==> src/drive_regmap_pkg.sv <==
// Operation
// - Status bits B-F report drive conditions
// - Output status bits 0-2 mirror terminals
// - Link error detail bits at fixed positions
// - Error details latch until error reset
// - PID monitors scaled ten counts per percent
// - Read-only monitors; unused ranges read zero
// - Broadcast operation word bit decode
// - Frequency reference 30000 equals full scale
// - Broadcast registers are write-only
// - Undefined operation bits keep local values
// - Link parameter writes go to staging
// - Commit to RAM plus NV, or RAM only
// - Commit triggered by writing value zero
// - Commit register reads answer error 02H
// - Broadcast start beyond frequency register rejected
// - Slave address zero executes, sends no reply
package drive_regmap_pkg;
   localparam logic [15:0] ADDR_OP_WORD   = 16'h0001;
   localparam logic [15:0] ADDR_FREQ_REF  = 16'h0002;
   localparam logic [15:0] ADDR_STATUS    = 16'h002C;
   localparam logic [15:0] ADDR_OUT_STAT  = 16'h002D;
   localparam logic [15:0] ADDR_DC_BUS    = 16'h0031;
   localparam logic [15:0] ADDR_PID_FB    = 16'h0038;
   localparam logic [15:0] ADDR_PID_IN    = 16'h0039;
   localparam logic [15:0] ADDR_PID_OUT   = 16'h003A;
   localparam logic [15:0] ADDR_CPU_VER   = 16'h003B;
   localparam logic [15:0] ADDR_FLASH_VER = 16'h003C;
   localparam logic [15:0] ADDR_LINK_ERR  = 16'h003D;
   localparam logic [15:0] ADDR_KVA       = 16'h003E;
   localparam logic [15:0] ADDR_CTRL_METH = 16'h003F;
   localparam logic [15:0] ADDR_COMMIT_NV = 16'h0900;
   localparam logic [15:0] ADDR_COMMIT_RAM = 16'h0910;
   localparam logic [15:0] ADDR_BCAST_MAX = 16'h0002;
   localparam logic [15:0] COMMIT_VALUE   = 16'h0000;
   localparam logic [15:0] FREQ_FULL_SCALE = 16'h7530;
   localparam logic [7:0]  ERR_NONE       = 8'h00;
   localparam logic [7:0]  ERR_BAD_REG    = 8'h02;
   localparam logic [7:0]  ERR_BAD_DATA   = 8'h21;
   localparam int          OP_RUN         = 0;
   localparam int          OP_REV         = 1;
   localparam int          OP_EXT_FAULT   = 4;
   localparam int          OP_FAULT_RST   = 5;
   localparam int          OP_MI_LO       = 12;
   localparam int          LE_CRC         = 0;
   localparam int          LE_LEN         = 1;
   localparam int          LE_PARITY      = 3;
   localparam int          LE_OVERRUN     = 4;
   localparam int          LE_FRAMING     = 5;
   localparam int          LE_TIMEOUT     = 6;
   localparam int          LE_BITS        = 7;
   localparam logic [6:0]  LE_USED_MASK   = 7'h7B;
   localparam int          ST_OVERTORQUE  = 11;
   localparam int          ST_FREQ_LOST   = 12;
   localparam int          ST_RETRY       = 13;
   localparam int          ST_ANY_FAULT   = 14;
   localparam int          ST_TIMEOUT     = 15;
   localparam int          ST_LOW_BITS    = 11;
   localparam int          OUT_TERMS      = 3;
   localparam int          PARAM_DEPTH    = 16;
   typedef enum logic [2:0] {
      CM_IDLE  = 3'b001,
      CM_APPLY = 3'b010,
      CM_NV    = 3'b100
   } commit_state_t;
endpackage : drive_regmap_pkg

==> src/drive_serial_register_map.sv <==
module drive_serial_register_map #(
   parameter int PARAM_DEPTH = drive_regmap_pkg::PARAM_DEPTH,
   parameter int PIDX_W      = 4
) (
   // Clock and reset
   input  wire logic                  mclk,
   input  wire logic                  sys_rst,
   // Decoded request from the frame layer
   input  wire logic                  req_valid,
   input  wire logic                  req_write,
   input  wire logic                  req_broadcast,
   input  wire logic [15:0]           req_addr,
   input  wire logic [15:0]           req_wdata,
   // Answer to the frame layer
   output logic                       rsp_valid,
   output logic                       rsp_send,
   output logic [15:0]                rsp_rdata,
   output logic [7:0]                 rsp_error,
   // Staged parameter write port, active parameter read-back and commit status
   input  wire logic                  param_wr,
   input  wire logic [PIDX_W-1:0]     param_idx,
   input  wire logic [15:0]           param_wdata,
   input  wire logic [PIDX_W-1:0]     param_rd_idx,
   output logic [15:0]                param_active,
   output logic                       nv_write_pulse,
   output logic                       commit_busy,
   // Drive condition inputs
   input  wire logic [10:0]           status_low,
   input  wire logic                  overtorque,
   input  wire logic                  freq_ref_lost,
   input  wire logic                  retrying,
   input  wire logic                  drive_fault,
   input  wire logic                  relay_output_terminal,
   input  wire logic [1:0]            open_collector_output_terminal,
   input  wire logic [15:0]           dc_bus_voltage,
   input  wire logic [15:0]           pid_feedback,
   input  wire logic signed [15:0]    pid_input,
   input  wire logic signed [15:0]    pid_output,
   input  wire logic [15:0]           cpu_version,
   input  wire logic [15:0]           flash_version,
   input  wire logic [15:0]           power_rating,
   input  wire logic [15:0]           control_method,
   // Link error events
   input  wire logic                  ev_crc,
   input  wire logic                  ev_length,
   input  wire logic                  ev_parity,
   input  wire logic                  ev_overrun,
   input  wire logic                  ev_framing,
   input  wire logic                  ev_timeout,
   input  wire logic                  error_reset,
   // Local sequence signals
   input  wire logic                  local_run,
   input  wire logic                  local_reverse,
   input  wire logic                  local_ext_fault,
   input  wire logic                  local_fault_reset,
   input  wire logic [3:0]            local_multi_in,
   input  wire logic                  run_src_link,
   input  wire logic                  freq_src_link,
   input  wire logic [15:0]           local_freq_ref,
   // Effective commands to the drive
   output logic                       cmd_run,
   output logic                       cmd_reverse,
   output logic                       external_fault_input_setting,
   output logic                       fault_reset_input_setting,
   output logic [3:0]                 multi_input_five_to_eight,
   output logic [15:0]                freq_ref_scaled
);
   typedef struct packed {
      logic                           rsp_valid;
      logic                           rsp_send;
      logic [15:0]                    rsp_rdata;
      logic [7:0]                     rsp_error;
      logic [15:0]                    op_word;
      logic                           op_loaded;
      logic [15:0]                    freq_ref;
      logic                           freq_loaded;
      logic                           nv_pulse;
      logic [PIDX_W-1:0]              cidx;
      drive_regmap_pkg::commit_state_t cstate;
      logic                           c_nv;
   } map_state_t;

   map_state_t        state;
   map_state_t        next_state;
   logic [15:0]       staged [PARAM_DEPTH];
   logic [15:0]       active [PARAM_DEPTH];
   logic [6:0]        link_err;
   logic [6:0]        err_set;
   logic [15:0]       rd_word;
   logic              rd_ok;
   logic              is_commit;
   logic              op_reset_cmd;
   logic              clr_err;

   assign is_commit = (req_addr == drive_regmap_pkg::ADDR_COMMIT_NV)
                    || (req_addr == drive_regmap_pkg::ADDR_COMMIT_RAM);
   assign op_reset_cmd = state.op_loaded && state.op_word[drive_regmap_pkg::OP_FAULT_RST];
   assign clr_err = error_reset || op_reset_cmd;

   always_comb begin
      err_set = '0;
      err_set[drive_regmap_pkg::LE_CRC]     = ev_crc;
      err_set[drive_regmap_pkg::LE_LEN]     = ev_length;
      err_set[drive_regmap_pkg::LE_PARITY]  = ev_parity;
      err_set[drive_regmap_pkg::LE_OVERRUN] = ev_overrun;
      err_set[drive_regmap_pkg::LE_FRAMING] = ev_framing;
      err_set[drive_regmap_pkg::LE_TIMEOUT] = ev_timeout;
   end

   for (genvar g = 0; g < drive_regmap_pkg::LE_BITS; g++) begin : g_err
      if (drive_regmap_pkg::LE_USED_MASK[g]) begin : g_used
         sticky_bit u_bit (
            .mclk     (mclk),
            .sys_rst  (sys_rst),
            .set_in   (err_set[g]),
            .clear_in (clr_err),
            .flag     (link_err[g])
         );
      end else begin : g_unused
         assign link_err[g] = 1'b0;
      end
   end

   // Read multiplexer
   always_comb begin
      rd_word = '0;
      rd_ok   = 1'b1;
      case (req_addr)
         drive_regmap_pkg::ADDR_STATUS: begin
            rd_word[drive_regmap_pkg::ST_LOW_BITS-1:0] = status_low;
            rd_word[drive_regmap_pkg::ST_OVERTORQUE]   = overtorque;
            rd_word[drive_regmap_pkg::ST_FREQ_LOST]    = freq_ref_lost;
            rd_word[drive_regmap_pkg::ST_RETRY]        = retrying;
            rd_word[drive_regmap_pkg::ST_ANY_FAULT]    = drive_fault
                                                       || link_err[drive_regmap_pkg::LE_TIMEOUT];
            rd_word[drive_regmap_pkg::ST_TIMEOUT]      = link_err[drive_regmap_pkg::LE_TIMEOUT];
         end
         drive_regmap_pkg::ADDR_OUT_STAT: begin
            rd_word[drive_regmap_pkg::OUT_TERMS-1:0] = {open_collector_output_terminal,
                                                         relay_output_terminal};
         end
         drive_regmap_pkg::ADDR_DC_BUS:    rd_word = dc_bus_voltage;
         drive_regmap_pkg::ADDR_PID_FB:    rd_word = pid_feedback;
         drive_regmap_pkg::ADDR_PID_IN:    rd_word = pid_input;
         drive_regmap_pkg::ADDR_PID_OUT:   rd_word = pid_output;
         drive_regmap_pkg::ADDR_CPU_VER:   rd_word = cpu_version;
         drive_regmap_pkg::ADDR_FLASH_VER: rd_word = flash_version;
         drive_regmap_pkg::ADDR_LINK_ERR:  rd_word = {9'h000, link_err};
         drive_regmap_pkg::ADDR_KVA:       rd_word = power_rating;
         drive_regmap_pkg::ADDR_CTRL_METH: rd_word = control_method;
         default: begin
            rd_ok = (req_addr > drive_regmap_pkg::ADDR_OUT_STAT)
                 && (req_addr < drive_regmap_pkg::ADDR_PID_FB);
         end
      endcase
   end

   always_comb begin
      next_state = state;
      next_state.rsp_valid = 1'b0;
      next_state.nv_pulse  = 1'b0;
      // Fault reset acts once, a fresh write wins
      if (op_reset_cmd) begin
         next_state.op_word[drive_regmap_pkg::OP_FAULT_RST] = 1'b0;
      end
      if (req_valid) begin
         next_state.rsp_valid = 1'b1;
         next_state.rsp_send  = !req_broadcast;
         next_state.rsp_error = drive_regmap_pkg::ERR_NONE;
         next_state.rsp_rdata = '0;
         if (req_broadcast && (req_addr > drive_regmap_pkg::ADDR_BCAST_MAX)) begin
            next_state.rsp_error = drive_regmap_pkg::ERR_BAD_REG;
         end else if (!req_write) begin
            if (is_commit || !rd_ok || (req_addr == drive_regmap_pkg::ADDR_OP_WORD)
                || (req_addr == drive_regmap_pkg::ADDR_FREQ_REF)) begin
               next_state.rsp_error = drive_regmap_pkg::ERR_BAD_REG;
            end else begin
               next_state.rsp_rdata = rd_word;
            end
         end else if (req_addr == drive_regmap_pkg::ADDR_OP_WORD) begin
            next_state.op_word   = req_wdata;
            next_state.op_loaded = 1'b1;
         end else if (req_addr == drive_regmap_pkg::ADDR_FREQ_REF) begin
            next_state.freq_ref    = req_wdata;
            next_state.freq_loaded = 1'b1;
         end else if (is_commit) begin
            if (req_wdata != drive_regmap_pkg::COMMIT_VALUE) begin
               next_state.rsp_error = drive_regmap_pkg::ERR_BAD_DATA;
            end else if (state.cstate == drive_regmap_pkg::CM_IDLE) begin
               next_state.cstate = drive_regmap_pkg::CM_APPLY;
               next_state.cidx   = '0;
               next_state.c_nv   = (req_addr == drive_regmap_pkg::ADDR_COMMIT_NV);
            end
         end else begin
            next_state.rsp_error = drive_regmap_pkg::ERR_BAD_REG;
         end
      end
      case (state.cstate)
         drive_regmap_pkg::CM_IDLE: begin
         end
         drive_regmap_pkg::CM_APPLY: begin
            next_state.cidx = state.cidx + 1'b1;
            if (state.cidx == PIDX_W'(PARAM_DEPTH - 1)) begin
               next_state.cstate = state.c_nv ? drive_regmap_pkg::CM_NV
                                              : drive_regmap_pkg::CM_IDLE;
            end
         end
         drive_regmap_pkg::CM_NV: begin
            next_state.nv_pulse = 1'b1;
            next_state.cstate   = drive_regmap_pkg::CM_IDLE;
         end
         default: next_state.cstate = drive_regmap_pkg::CM_IDLE;
      endcase
   end

   always_ff @(posedge mclk) begin
      if (sys_rst) begin
         state        <= '0;
         state.cstate <= drive_regmap_pkg::CM_IDLE;
      end else begin
         state <= next_state;
      end
   end

   always_ff @(posedge mclk) begin
      if (sys_rst) begin
         for (int i = 0; i < PARAM_DEPTH; i++) begin
            staged[i] <= '0;
            active[i] <= '0;
         end
      end else begin
         if (param_wr) begin
            staged[param_idx] <= param_wdata;
         end
         if (state.cstate == drive_regmap_pkg::CM_APPLY) begin
            active[state.cidx] <= staged[state.cidx];
         end
      end
   end

   assign param_active   = active[param_rd_idx];
   assign nv_write_pulse = state.nv_pulse;
   assign commit_busy    = (state.cstate != drive_regmap_pkg::CM_IDLE);
   assign rsp_valid      = state.rsp_valid;
   assign rsp_send       = state.rsp_send;
   assign rsp_rdata      = state.rsp_rdata;
   assign rsp_error      = state.rsp_error;

   assign cmd_run     = (run_src_link && state.op_loaded)
                      ? state.op_word[drive_regmap_pkg::OP_RUN] : local_run;
   assign cmd_reverse = (run_src_link && state.op_loaded)
                      ? state.op_word[drive_regmap_pkg::OP_REV] : local_reverse;
   assign external_fault_input_setting = local_ext_fault
                      || (state.op_loaded && state.op_word[drive_regmap_pkg::OP_EXT_FAULT]);
   assign fault_reset_input_setting = local_fault_reset || op_reset_cmd;
   assign multi_input_five_to_eight = state.op_loaded
                      ? state.op_word[drive_regmap_pkg::OP_MI_LO +: 4] : local_multi_in;
   assign freq_ref_scaled = (freq_src_link && state.freq_loaded)
                      ? ((state.freq_ref > drive_regmap_pkg::FREQ_FULL_SCALE)
                         ? drive_regmap_pkg::FREQ_FULL_SCALE : state.freq_ref)
                      : local_freq_ref;

   chk_commit_read: assert property (@(posedge mclk) disable iff (sys_rst)
      (req_valid && !req_write && is_commit && !req_broadcast)
      |=> (rsp_valid && rsp_error == drive_regmap_pkg::ERR_BAD_REG))
      else $error("commit read not rejected");
   chk_bcast_silent: assert property (@(posedge mclk) disable iff (sys_rst)
      (req_valid && req_broadcast) |=> (rsp_valid && !rsp_send))
      else $error("broadcast answered");
   chk_nv_after_apply: assert property (@(posedge mclk) disable iff (sys_rst)
      nv_write_pulse |-> $past(state.cstate) == drive_regmap_pkg::CM_NV)
      else $error("nv write without commit");
   chk_err_reg_read: assert property (@(posedge mclk) disable iff (sys_rst)
      (req_valid && !req_write && !req_broadcast && req_addr == drive_regmap_pkg::ADDR_LINK_ERR)
      |=> rsp_rdata == {9'h000, $past(link_err)})
      else $error("error detail read mismatch");
   chk_freq_clamp: assert property (@(posedge mclk) disable iff (sys_rst)
      (freq_src_link && state.freq_loaded)
      |-> freq_ref_scaled <= drive_regmap_pkg::FREQ_FULL_SCALE)
      else $error("frequency above full scale");
   chk_bcast_range: assert property (@(posedge mclk) disable iff (sys_rst)
      (req_valid && req_broadcast && req_addr > drive_regmap_pkg::ADDR_BCAST_MAX)
      |=> rsp_error == drive_regmap_pkg::ERR_BAD_REG)
      else $error("broadcast range not checked");
   chk_timeout_fault: assert property (@(posedge mclk) disable iff (sys_rst)
      (link_err[drive_regmap_pkg::LE_TIMEOUT] && req_valid && !req_write && !req_broadcast
       && req_addr == drive_regmap_pkg::ADDR_STATUS)
      |=> rsp_rdata[drive_regmap_pkg::ST_ANY_FAULT])
      else $error("timeout not in fault bit");
   chk_unused_zero: assert property (@(posedge mclk) disable iff (sys_rst)
      (req_valid && !req_write && !req_broadcast && req_addr == 16'h0030)
      |=> rsp_rdata == 16'h0000) else $error("unused register not zero");
   cov_commit_nv: cover property (@(posedge mclk) nv_write_pulse);
   cov_bcast_op: cover property (@(posedge mclk)
      req_valid && req_broadcast && req_write && req_addr == drive_regmap_pkg::ADDR_OP_WORD);
   cov_err_reset: cover property (@(posedge mclk) clr_err && link_err != 7'h00);
endmodule : drive_serial_register_map

==> src/sticky_bit.sv <==
module sticky_bit (
   // Clock and reset
   input  wire logic mclk,
   input  wire logic sys_rst,
   // Event and clear
   input  wire logic set_in,
   input  wire logic clear_in,
   // Held flag
   output logic      flag
);
   typedef struct packed {
      logic flag;
   } sticky_state_t;

   sticky_state_t state;
   sticky_state_t next_state;

   always_comb begin
      next_state = state;
      if (set_in) begin
         next_state.flag = 1'b1;
      end else if (clear_in) begin
         next_state.flag = 1'b0;
      end
   end

   always_ff @(posedge mclk) begin
      if (sys_rst) begin
         state <= '0;
      end else begin
         state <= next_state;
      end
   end

   assign flag = state.flag;

   chk_set_holds: assert property (@(posedge mclk) disable iff (sys_rst)
      set_in |=> flag) else $error("sticky flag lost its set");
   chk_hold_no_clear: assert property (@(posedge mclk) disable iff (sys_rst)
      (flag && !clear_in) |=> flag) else $error("sticky flag dropped without clear");
endmodule : sticky_bit

==> config.mk <==
export PLATFORM = sky130hd
export DESIGN_NAME = drive_serial_register_map
export DESIGN_NICKNAME = d
export VERILOG_FILES = /design/src/drive_regmap_pkg.sv /design/src/drive_serial_register_map.sv /design/src/sticky_bit.sv
export SDC_FILE = /design/constraint.sdc
export NUM_CORES = 1
export LEC_CHECK = 0
export ABC_AREA = 0
export BUFFER_PORTS_ARGS = -buffer_cell sky130_fd_sc_hd__buf_2
export CAP_MARGIN = 30
export CORE_MARGIN = 2
export CORE_UTILIZATION = 25
export DETAILED_ROUTE_END_ITERATION = 7
export PLACE_DENSITY = 0.38
export SLEW_MARGIN = 20
export SYNTH_ARGS = -nofsm -noshare
export SYNTH_HDL_FRONTEND = slang
export SYNTH_SLANG_ARGS = --single-unit
==> constraint.sdc <==
create_clock -name mclk -period 3.75 [get_ports mclk]
set_clock_uncertainty 0.05 [all_clocks]
set_input_delay 0.5625 -clock mclk [delete_from_list [all_inputs] [get_ports mclk]]
set_output_delay 0.5625 -clock mclk [all_outputs]
set_load 0.01 [all_outputs]
Word level (Yosys, flattened, before mapping) --
Memories as Yosys holds them, arrays and structs flattened. A register that Yosys moved wholly into a read port is not among the register bits. Cells that the tools add are included.
Cells by class: divide/modulo/power cells 0, shift-type cells 0, order comparisons 4, multipliers 0, muxes and demuxes 61, reduce and logical (&&, ||, !) cells 34, add/subtract/negate cells 1, equal/unequal tests 24, bitwise operators 4
Operators by type and width (count):
- 16-bit by 6-bit == test with 1-bit output (second input constant) | 11
- 13-bit one-hot mux with 10 select lines | 1
- 16-bit 2-to-1 mux | 7
- 8-bit 2-to-1 mux | 12
- 34-bit 2-to-1 mux | 2
- 60-bit 2-to-1 mux | 1
- 17-bit 2-to-1 mux | 3
- 3-bit one-hot mux with 11 select lines | 1
- 16-bit by 12-bit == test with 1-bit output (second input constant) | 2
- 16-bit OR reduction | 2
- 4-bit 2-to-1 mux | 6
- 1-bit 2-to-1 mux | 22
- 2-bit nonzero test | 10
- 16-bit by 1-bit == test with 1-bit output (second input constant) | 1
- 16-bit by 2-bit == test with 1-bit output (second input constant) | 1
- 16-bit by 15-bit > comparator with 1-bit output (second input constant) | 1
- 16-bit by 2-bit > comparator with 1-bit output (second input constant) | 1
- 16-bit by 6-bit > comparator with 1-bit output (second input constant) | 1
- 16-bit by 6-bit less-than comparator with 1-bit output (second input constant) | 1
- 8-bit AND reduction | 2
- 16-bit nonzero test | 1
- 6-bit 2-to-1 mux | 2
- 11-bit OR reduction | 1
- 1-bit logical OR | 8
- 15 further kinds | 28
Storage, ports and cells: memories kept 2, register bits after elaboration 75, bits in read-only memories 0, latch bits 0, logic and storage cells 149, input port bits 241, bits in writable memories 512, output and inout port bits 68
Memories:
- active | words 16, bits a word 16, rd ports 1, clocked after memory_dff 0, write ports 16, line drive_serial_register_map.sv:86 | logic [15:0] active [PARAM_DEPTH];
- staged | words 16, bits a word 16, rd ports 1, clocked after memory_dff 1, write ports 16, line drive_serial_register_map.sv:85 | logic [15:0] staged [PARAM_DEPTH];

Logic depth before layout (Yosys ltp) --
Gate-level depths: netlist of run 1.
depth after elaboration 12, depth in mapped cells 8, depth with buffers taken out 5

By module --
Synthesis of run 1 repeated with hierarchy kept, for this count alone.
Unflattened totals: cell total of the unflattened synthesis 1955, area total of the unflattened synthesis 27063.5 sq um
Modules (own cells, without submodules):
- drive_serial_register_map | cells an instance 1931, sequential area each 16555.9 sq um, times used 1, area each 26830.7 sq um
- sticky_bit | cells an instance 4, sequential area each 20.0 sq um, times used 6, area each 38.8 sq um

Least setup slack after synthesis of run 1 --
No wires, ideal clock.
path type in2out, from input port param_rd_idx[0], to output port param_active[10], data required time 3137 ps, arrival 2369 ps, path buffers 2, slack 769 ps, cell stages on the path 4, cells stage by stage buf_2 buf_1 mux4_2 mux4_2
Between the ends: longest elaborated chain between the ends 1
RTL lines:
- from (decl) | line drive_serial_register_map.sv:23 | input wire logic [PIDX_W-1:0] param_rd_idx,
- memory 16 x 16 bit
- to (decl) | line drive_serial_register_map.sv:24 | output logic [15:0] param_active,
No other way between the ends.

Worst setup path after layout of run 1 --
from register state[10] in the netlist's numbering, to output port freq_ref_scaled[8]
Between the ends: longest elaborated chain between the ends 3
RTL lines:
- from (decl) | line drive_serial_register_map.sv:83 | map_state_t state;
- from (signal assigned) | line drive_serial_register_map.sv:221 | state <= next_state;
- 16-bit by 15-bit > comparator with 1-bit output | line drive_serial_register_map.sv:259 | ? ((state.freq_ref > drive_regmap_pkg::FREQ_FULL_SCALE)
- 16-bit 2-to-1 mux | line drive_serial_register_map.sv:260 | ? drive_regmap_pkg::FREQ_FULL_SCALE : state.freq_ref)
- 16-bit 2-to-1 mux | line drive_serial_register_map.sv:259
- to (decl) | line drive_serial_register_map.sv:66 | output logic [15:0] freq_ref_scaled
No other way between the ends.

==> summary.md, run 1 <==
The maximum fanout count along the critical path is 7. The tools report the number of unique standard cell types used by synthesis as 66. The number of setup buffers added after CTS is 0, and the gate count of the mapped netlist is 1989.

The H-tree was split into 3 levels. The final period utilization came out at 0.897. During I/O placement, the number of pins put on the boundary was 309.

For the filler cell count, the log shows 10843. The initial DRC count is 1264. Clock edge transition at the registers on the reported setup and hold paths: 60 ps. The critical path is of the flip-flop to output port type. By count the netlist is led by 512 x edfxtp_1, 313 x nor2_1, 262 x and2_1.

Setup repair after global routing left no endpoint under its margin. The worst-case setup margin in the final layout was 386 ps. The number of global-route vias before repair is 18484. The die is 334 µm tall. Number of warnings issued by yosys: 0.

The worst-case IR drop observed on VDD is 270 µV. The total of max-cap violations was 0; the filler-free cell count of the finished design was 3744. A synthesized cell averages 13.7 µm². The number of placed cells counting well taps is 3619.

The count of input and output buffers was 303. Yosys mapped a number of flops with a built-in enable equal to 512. The most used standard cell by instance count after synthesis was edfxtp_1. For this run the aggregate overflow at the end of global routing stands at 0. The cell sitting at the root of the clock tree is a clkbuf_16. For the final routed database, the setup TNS stands at 0 ps.

The adder and majority gate portion of the synthesized area works out to 0.00184. The initial antenna violation count is 3, and the final number of setup-violating endpoints is 0. Data on the critical path is required at its endpoint by 3140 ps. The tools report the worst slew margin relative to its limit as 0.416.

Entering global routing, the biggest net connects 65 pins. The tools report the starting density of the core as 0.253. Once detailed placement completed, the half-perimeter wirelength came to 59800 µm. The layout cell share with drive strength beyond 1 is 0.306. STA classifies the critical path startpoint as a flip-flop. For the routability congestion estimate from global placement, the log shows 0.908. The final-report max-slew violation count is 0. The first-pass GRT wire length was 131000 µm. The mux contribution to synthesized area was 0.145; the via total after detailed routing was 17515. The via density per instance was 4.68; the pre-CTS worst setup slack was 606 ps. The run gives 0 as the post-CTS resize count. The XOR/XNOR share of the synthesized area is 0.000322. The critical path goes through or4_1 -> a311o_1 -> a21oi_1 -> nand2b_1 -> a21oi_1 -> buf_2. The run gives 0 as the count of unresolved DRC violations after routing.

The run finished with clean final reports. The share of the synthesized area in compound gates (AO/OA/AOI/OAI) works out to 0.0484. The combinational family with the most area after synthesis is simple AND/OR/NAND/NOR gates. Fraction of synthesis flops using an asynchronous set or reset pin: 0.

The first detailed-routing pass took 5 iterations. The net count of the finished layout is 2533. Based on the critical path, the design can be clocked at up to 297 MHz.

The delay contributed by the slowest stage of the critical path is 530 ps. The slowest library cell on the worst path was or4_1. In this run the standard cell core region covers 0.108 mm². The logs give 0.613 for the sequential area share after synthesis and 0 for the total of hold buffers inserted after clock tree synthesis. The clock period minus worst slack works out to 3360 ps.

The average wire per standard cell was 23.7 µm; the global-route usage over all layers was 0.160. Category of the worst setup path capture point: an output port. For the number of buffers inserted during clock tree synthesis, the log shows 70. Row count: 120.

Summed over all instances, the cell type with the most area after synthesis is edfxtp_1. Dividing total power by cell area gives a power density of 458 mW/mm². The hold violation total from the final report was 0; the insertion delay to the later sink of the worst-skew pair was 620 ps. The mapped cell area was 0.0272 mm²; the number of clock sinks was 577. The die covers 0.111 mm². Predominant post-synthesis flop cell: edfxtp_1.

The die is 334 µm wide. The area share of and/or/nand/nor cells after synthesis was 0.159. The tools report the arrival time of data at the critical path endpoint as 2750 ps. By area the synthesized netlist is led by edfxtp_1 57%, mux4_2 12%, and2_1 6.0%, dfxtp_1 4.8%, nor2_1 4.3%. The clock passes through at most 3 buffers.

The cell that appears most often on the critical path is a21oi_1. The fraction of synthesized cell area taken by the top area cell type is 0.566. The detail route stage leaves a number of antenna-violating nets equal to 0. TritonCTS built the clock tree. Summed over all cells, the static leakage comes to 11.4 nW. The synthesis-stage register bit count is 577.

Summed over all layers, the routed wires come to 88900 µm. The worst hold path belongs to the class input port to flip-flop. From synthesis to final layout, the design area changed by 20.0%. For the pin with the worst max-slew slack, the measured transition is 854 ps. The utilization after layout is 0.304.
-- stage by stage --
step	instance area [µm²]	hold slack, ps	total power, mW
after global routing	32600	93.6	15.5
after detailed placement	30500	404	8.60
after global placement	30500	396	8.59
final	32600	119	14.9
after CTS	32600	66.8	15.2
after floorplan	27200	377	8.05
-- routing by layer --
metal	GRT usage	routed length, µm	vias to the layer above
li1	-	-	7941
met1	0.217	40100	9121
met5	0	0	-
met4	0.0338	1500	0
met3	0.0239	3350	100
met2	0.270	43900	353
-- final cells by class --
class | count | area [µm²] | area share
diodes | 3 | 7.51 | 0.000230
clock inverters | 40 | 315 | 0.00966
multi-input cells | 1233 | 9670 | 0.296
flip-flops and latches | 577 | 16700 | 0.511
inverters | 8 | 30.0 | 0.000920
well taps | 1403 | 1760 | 0.0538
repair buffers | 398 | 2350 | 0.0720
clock buffers | 82 | 1820 | 0.0557
-- where the power goes --
part,switching [mW],internal (mW),total (mW)
Sequential,0.0867,7.29,7.37
Clock,2.76,3.74,6.50
Combinational,0.616,0.448,1.06
Total,3.46,11.5,14.9
-- state kept, by name (all words and copies together) (netlist names), named ones only --
name                     count
active                     256
state                       34
rsp_error                    2
staged                     256
rsp_send                     1
rsp_rdata                   16
nv_write_pulse               1
rsp_valid                    1
g_err.g_used.u_bit.flag      6
-- critical path, delay by kind of cell, from the launching register on --
family,cells,cell delay (ps)
compound gates,3,890
simple gates,2,760
flops,1,350
buf+inv,1,150
-- cell usage in the layout, fill, tap and decap left out, types with 5 or more instances in the layout --
cell type / count
edfxtp_1: 512
nor2_1: 313
buf_2: 301
and2_1: 262
mux4_2: 147
nand2_1: 97
buf_4: 87
clkbuf_16: 71
dfxtp_1: 62
a21oi_1: 38
a22oi_1: 37
mux2i_1: 32
mux2_2: 27
a22o_1: 24
nand2b_1: 23
nor2b_1: 21
o21ai_1: 19
or2_2: 17
a211oi_1: 16
clkinv_1: 15
nor3_1: 14
and3_1: 13
o21ai_0: 12
clkbuf_1: 11
clkinv_2: 11
a21oi_2: 9
inv_1: 8
nand3_1: 8
buf_12: 8
nor4_1: 7
o211ai_1: 6
conb_1: 5
inv_6: 5
-- kinds of logic (layout without fill, tap and decap cells) --
kind of cell,after synthesis,count (layout)
mux,206,206
buf+inv,183,528
compound gates,189,189
fa+ha+maj,4,4
flops,577,577
simple gates,828,828
xor+xnor,1,1
other cells,1,8
-- path summary, 6_finish.rpt --
path | startpoint | to | slack (ps) | depth (start not counted)
min reg2reg | rsp_rdata[1] | rsp_rdata[1] | 410 | 2
max reg2reg | flip-flop | active[8][2] | 980 | 7
max | state[10] | freq_ref_scaled[8] | 390 | 6
min | ev_timeout | g_err[6].g_used.u_bit.flag | 120 | 3
Power figures use the tool's default switching activity.
==> run 2, diff against run 1 <==
--- a/config.mk
+++ b/config.mk
@@ -11,7 +11,6 @@
 export CORE_MARGIN = 2
 export CORE_UTILIZATION = 25
 export DETAILED_ROUTE_END_ITERATION = 7
-export PLACE_DENSITY = 0.38
 export SLEW_MARGIN = 20
 export SYNTH_ARGS = -nofsm -noshare
 export SYNTH_HDL_FRONTEND = slang
==> run 2 against run 1 <==
Net effect:
- maximum frequency shrank 1.6%
- largest power group unchanged
- global-route usage shrank 2.5 points
- highest routed layer is now met5
- non-clock buffer count shrank 2
==> summary.md, run 2 (synthesized netlist as in run 1, its figures left out) <==
The run finished with clean final reports. Number of setup buffers added after CTS: 0. The final antenna-violating net count is 0. The run gives 0 as the hold violation total from the final report. The library cell used most frequently in the layout, excluding fill and tap cells, is edfxtp_1. Filler-free cell count of the finished design: 3732.

Wire segments on met3 add up to 4090 µm in the final route. In the routed layout, each cell is associated on average with a via count of 4.63. Traced cell by cell, the critical path runs through or4_1 -> a311o_1 -> a21oi_1 -> nand2b_1 -> a21oi_1 -> buf_2. The number of cells on the worst reg-to-reg path works out to 6. For this run, the slowest stage of the critical path takes 540 ps.

The half-perimeter wire length after placement was 53500 µm; the post-CTS resize count was 0. The path class of the tightest hold or removal check is input port to flip-flop. For the pin count of the biggest net entering global routing, the log shows 49. The detailed router used layers up to and including met5. For this design the top-level I/O count stands at 309. The first detailed-routing pass ran for 5 iterations. In the final layout, flip-flops and latches occupy 0.0167 mm². Routability-driven placement finished with a final weighted congestion of 0.882. Among cell families on the critical path, the largest total delay comes from compound AO/OA/AOI/OAI gates. The cell depth of the worst hold path is 3.

The critical setup path kind was flip-flop to output port. STA classifies the critical path startpoint as a flip-flop. The area of the core region is 0.108 mm². For the largest vdd supply drop, the log shows 355 µV.

Once placement completed, the tool counted placed cells totaling 3617. The routed metal-1 wirelength was 33300 µm. The tools report the row count as 120. Derived from the worst setup path, the maximum achievable clock frequency is 292 MHz.

After detailed routing, the number of remaining DRC violations is 0. The run gives 1324 as the initial DRC count. For the worst setup path, the data required time is 3140 ps. Final net count: 2521.

STA classifies the critical path endpoint as an output port. The clock edge transition at the registers on the reported setup and hold paths was 70 ps. The H-tree generated during clock tree synthesis spans 2 levels. The layout cell share with drive strength beyond 1 was 0.304; the buffers plus inverters on the worst setup path was 1. The die boundary width is 334 µm. Global routing finished with a remaining overflow of 0.

Setup repair after global routing left no endpoint under its margin. The arrival time of data at the critical path endpoint was 2810 ps. Chip height: 334 µm.

The largest individual stage delay along the critical path comes from the cell or4_1. For the area of the die, the log shows 0.111 mm². For the global-route usage over all layers, the log shows 0.135.

The growth of design area from synthesis to finish was 19.4%; the via total after detailed routing was 17296. The worst slew margin relative to its limit was 0.416; the critical path depth was 6. In the final layout, the registers with the most flip-flops are active (256), staged (256), state (34). Clock tree synthesis selected as its root buffer the cell clkbuf_16.

Power density over the cells: 448 mW/mm². The tool flagged a number of max-cap violations equal to 0. TritonCTS built the clock tree. The cell occurring most often along the worst timing path was a21oi_1. Dividing the detail-routed wire length by the instance count gives 20.5 µm. The final period utilization was 0.912. Filler cell count: 10782. At the pin with the least slew margin, the transition time is 876 ps. The number of global-route vias before repair was 17475. Hold repair after CTS inserted 0 buffers.

Count of input and output buffers: 303. Summing all multi-input logic gate instances after layout gives 0.00966 mm². The run gives 11.3 nW as the static leakage.

The initial antenna violation count is 20. The logs give 0 for the final-report max-slew violation count and 0 for the final number of setup-violating endpoints. Along the worst path, the maximum fanout reaches 7. The starting density of the core was 0.253; the detailed route wirelength on metal2 was 37200 µm. The library cells used most frequently in the layout, excluding fill and tap cells, are 512 x edfxtp_1, 313 x nor2_1, 301 x buf_2.

In this run the deepest clock path goes through 3 buffers. The clock period minus worst slack was 3420 ps; the insertion delay to the later sink of the worst-skew pair was 650 ps. Counting the buffers created by CTS gives 60. The logs give 115000 µm for the first-pass GRT wire length and 577 for the number of clock sinks. Utilization after layout: 0.302.

Adding up every negative setup slack in the final design gives 0 ps. Aggregate routed wire length: 76400 µm.
==> run 2: final cells by class <==
class | count | area share
Tap cell | 1403 | 0.0541
Clock buffer | 74 | 0.0495
Sequential cell | 577 | 0.514
Inverter | 8 | 0.000925
Multi-Input combinational cell | 1233 | 0.298
Antenna cell | 3 | 0.000231
Timing Repair Buffer | 396 | 0.0711
Clock inverter | 38 | 0.0125
==> run 2: power breakdown <==
| group | switching (mW) | leakage [nW] | internal, mW |
|---|---|---|---|
| registers | 0.0911 | 5.40 | 7.29 |
| clock network | 2.60 | 0.991 | 3.53 |
| logic | 0.576 | 4.90 | 0.444 |
| total | 3.27 | 11.3 | 11.3 |
==> run 2: routing by layer <==
metal,vias up,track usage
met5,-,0
met4,20,0.0353
met3,121,0.0251
met2,472,0.223
met1,8768,0.182
li1,7915,-
==> run 2: stage by stage <==
| step | instance area [µm²] | total power, mW | worst slack, ps | hold slack (ps) |
|---|---|---|---|---|
| finish | 32500 | 14.5 | 330 | 108 |
| global route | 32500 | 15.0 | 196 | 97.6 |
| CTS | 32400 | 14.7 | 307 | 65.9 |
| detailed placement | 30400 | 8.54 | 667 | 397 |
| global placement | 30400 | 8.53 | 699 | 389 |
| floorplan | 27200 | 8.05 | 769 | 377 |
==> run 2: final timing paths <==
| path | startpoint | endpoint | slack (ps) |
|---|---|---|---|
| max reg2reg | flip-flop | active[3][3] | 1050 |
| max | state[10] | freq_ref_scaled[4] | 330 |
| min | ev_overrun | g_err[4].g_used.u_bit.flag | 110 |
| min reg2reg | rsp_rdata[0] | rsp_rdata[0] | 410 |
==> run 2: worst register-to-register path: cells and delay by family, from the launching register on <==
family	cells	cell delay, ps
AO/OA/AOI/OAI	1	250
buffers and inverters	2	600
flip-flops	1	670
multiplexers	2	800
AND/OR/NAND/NOR	1	70
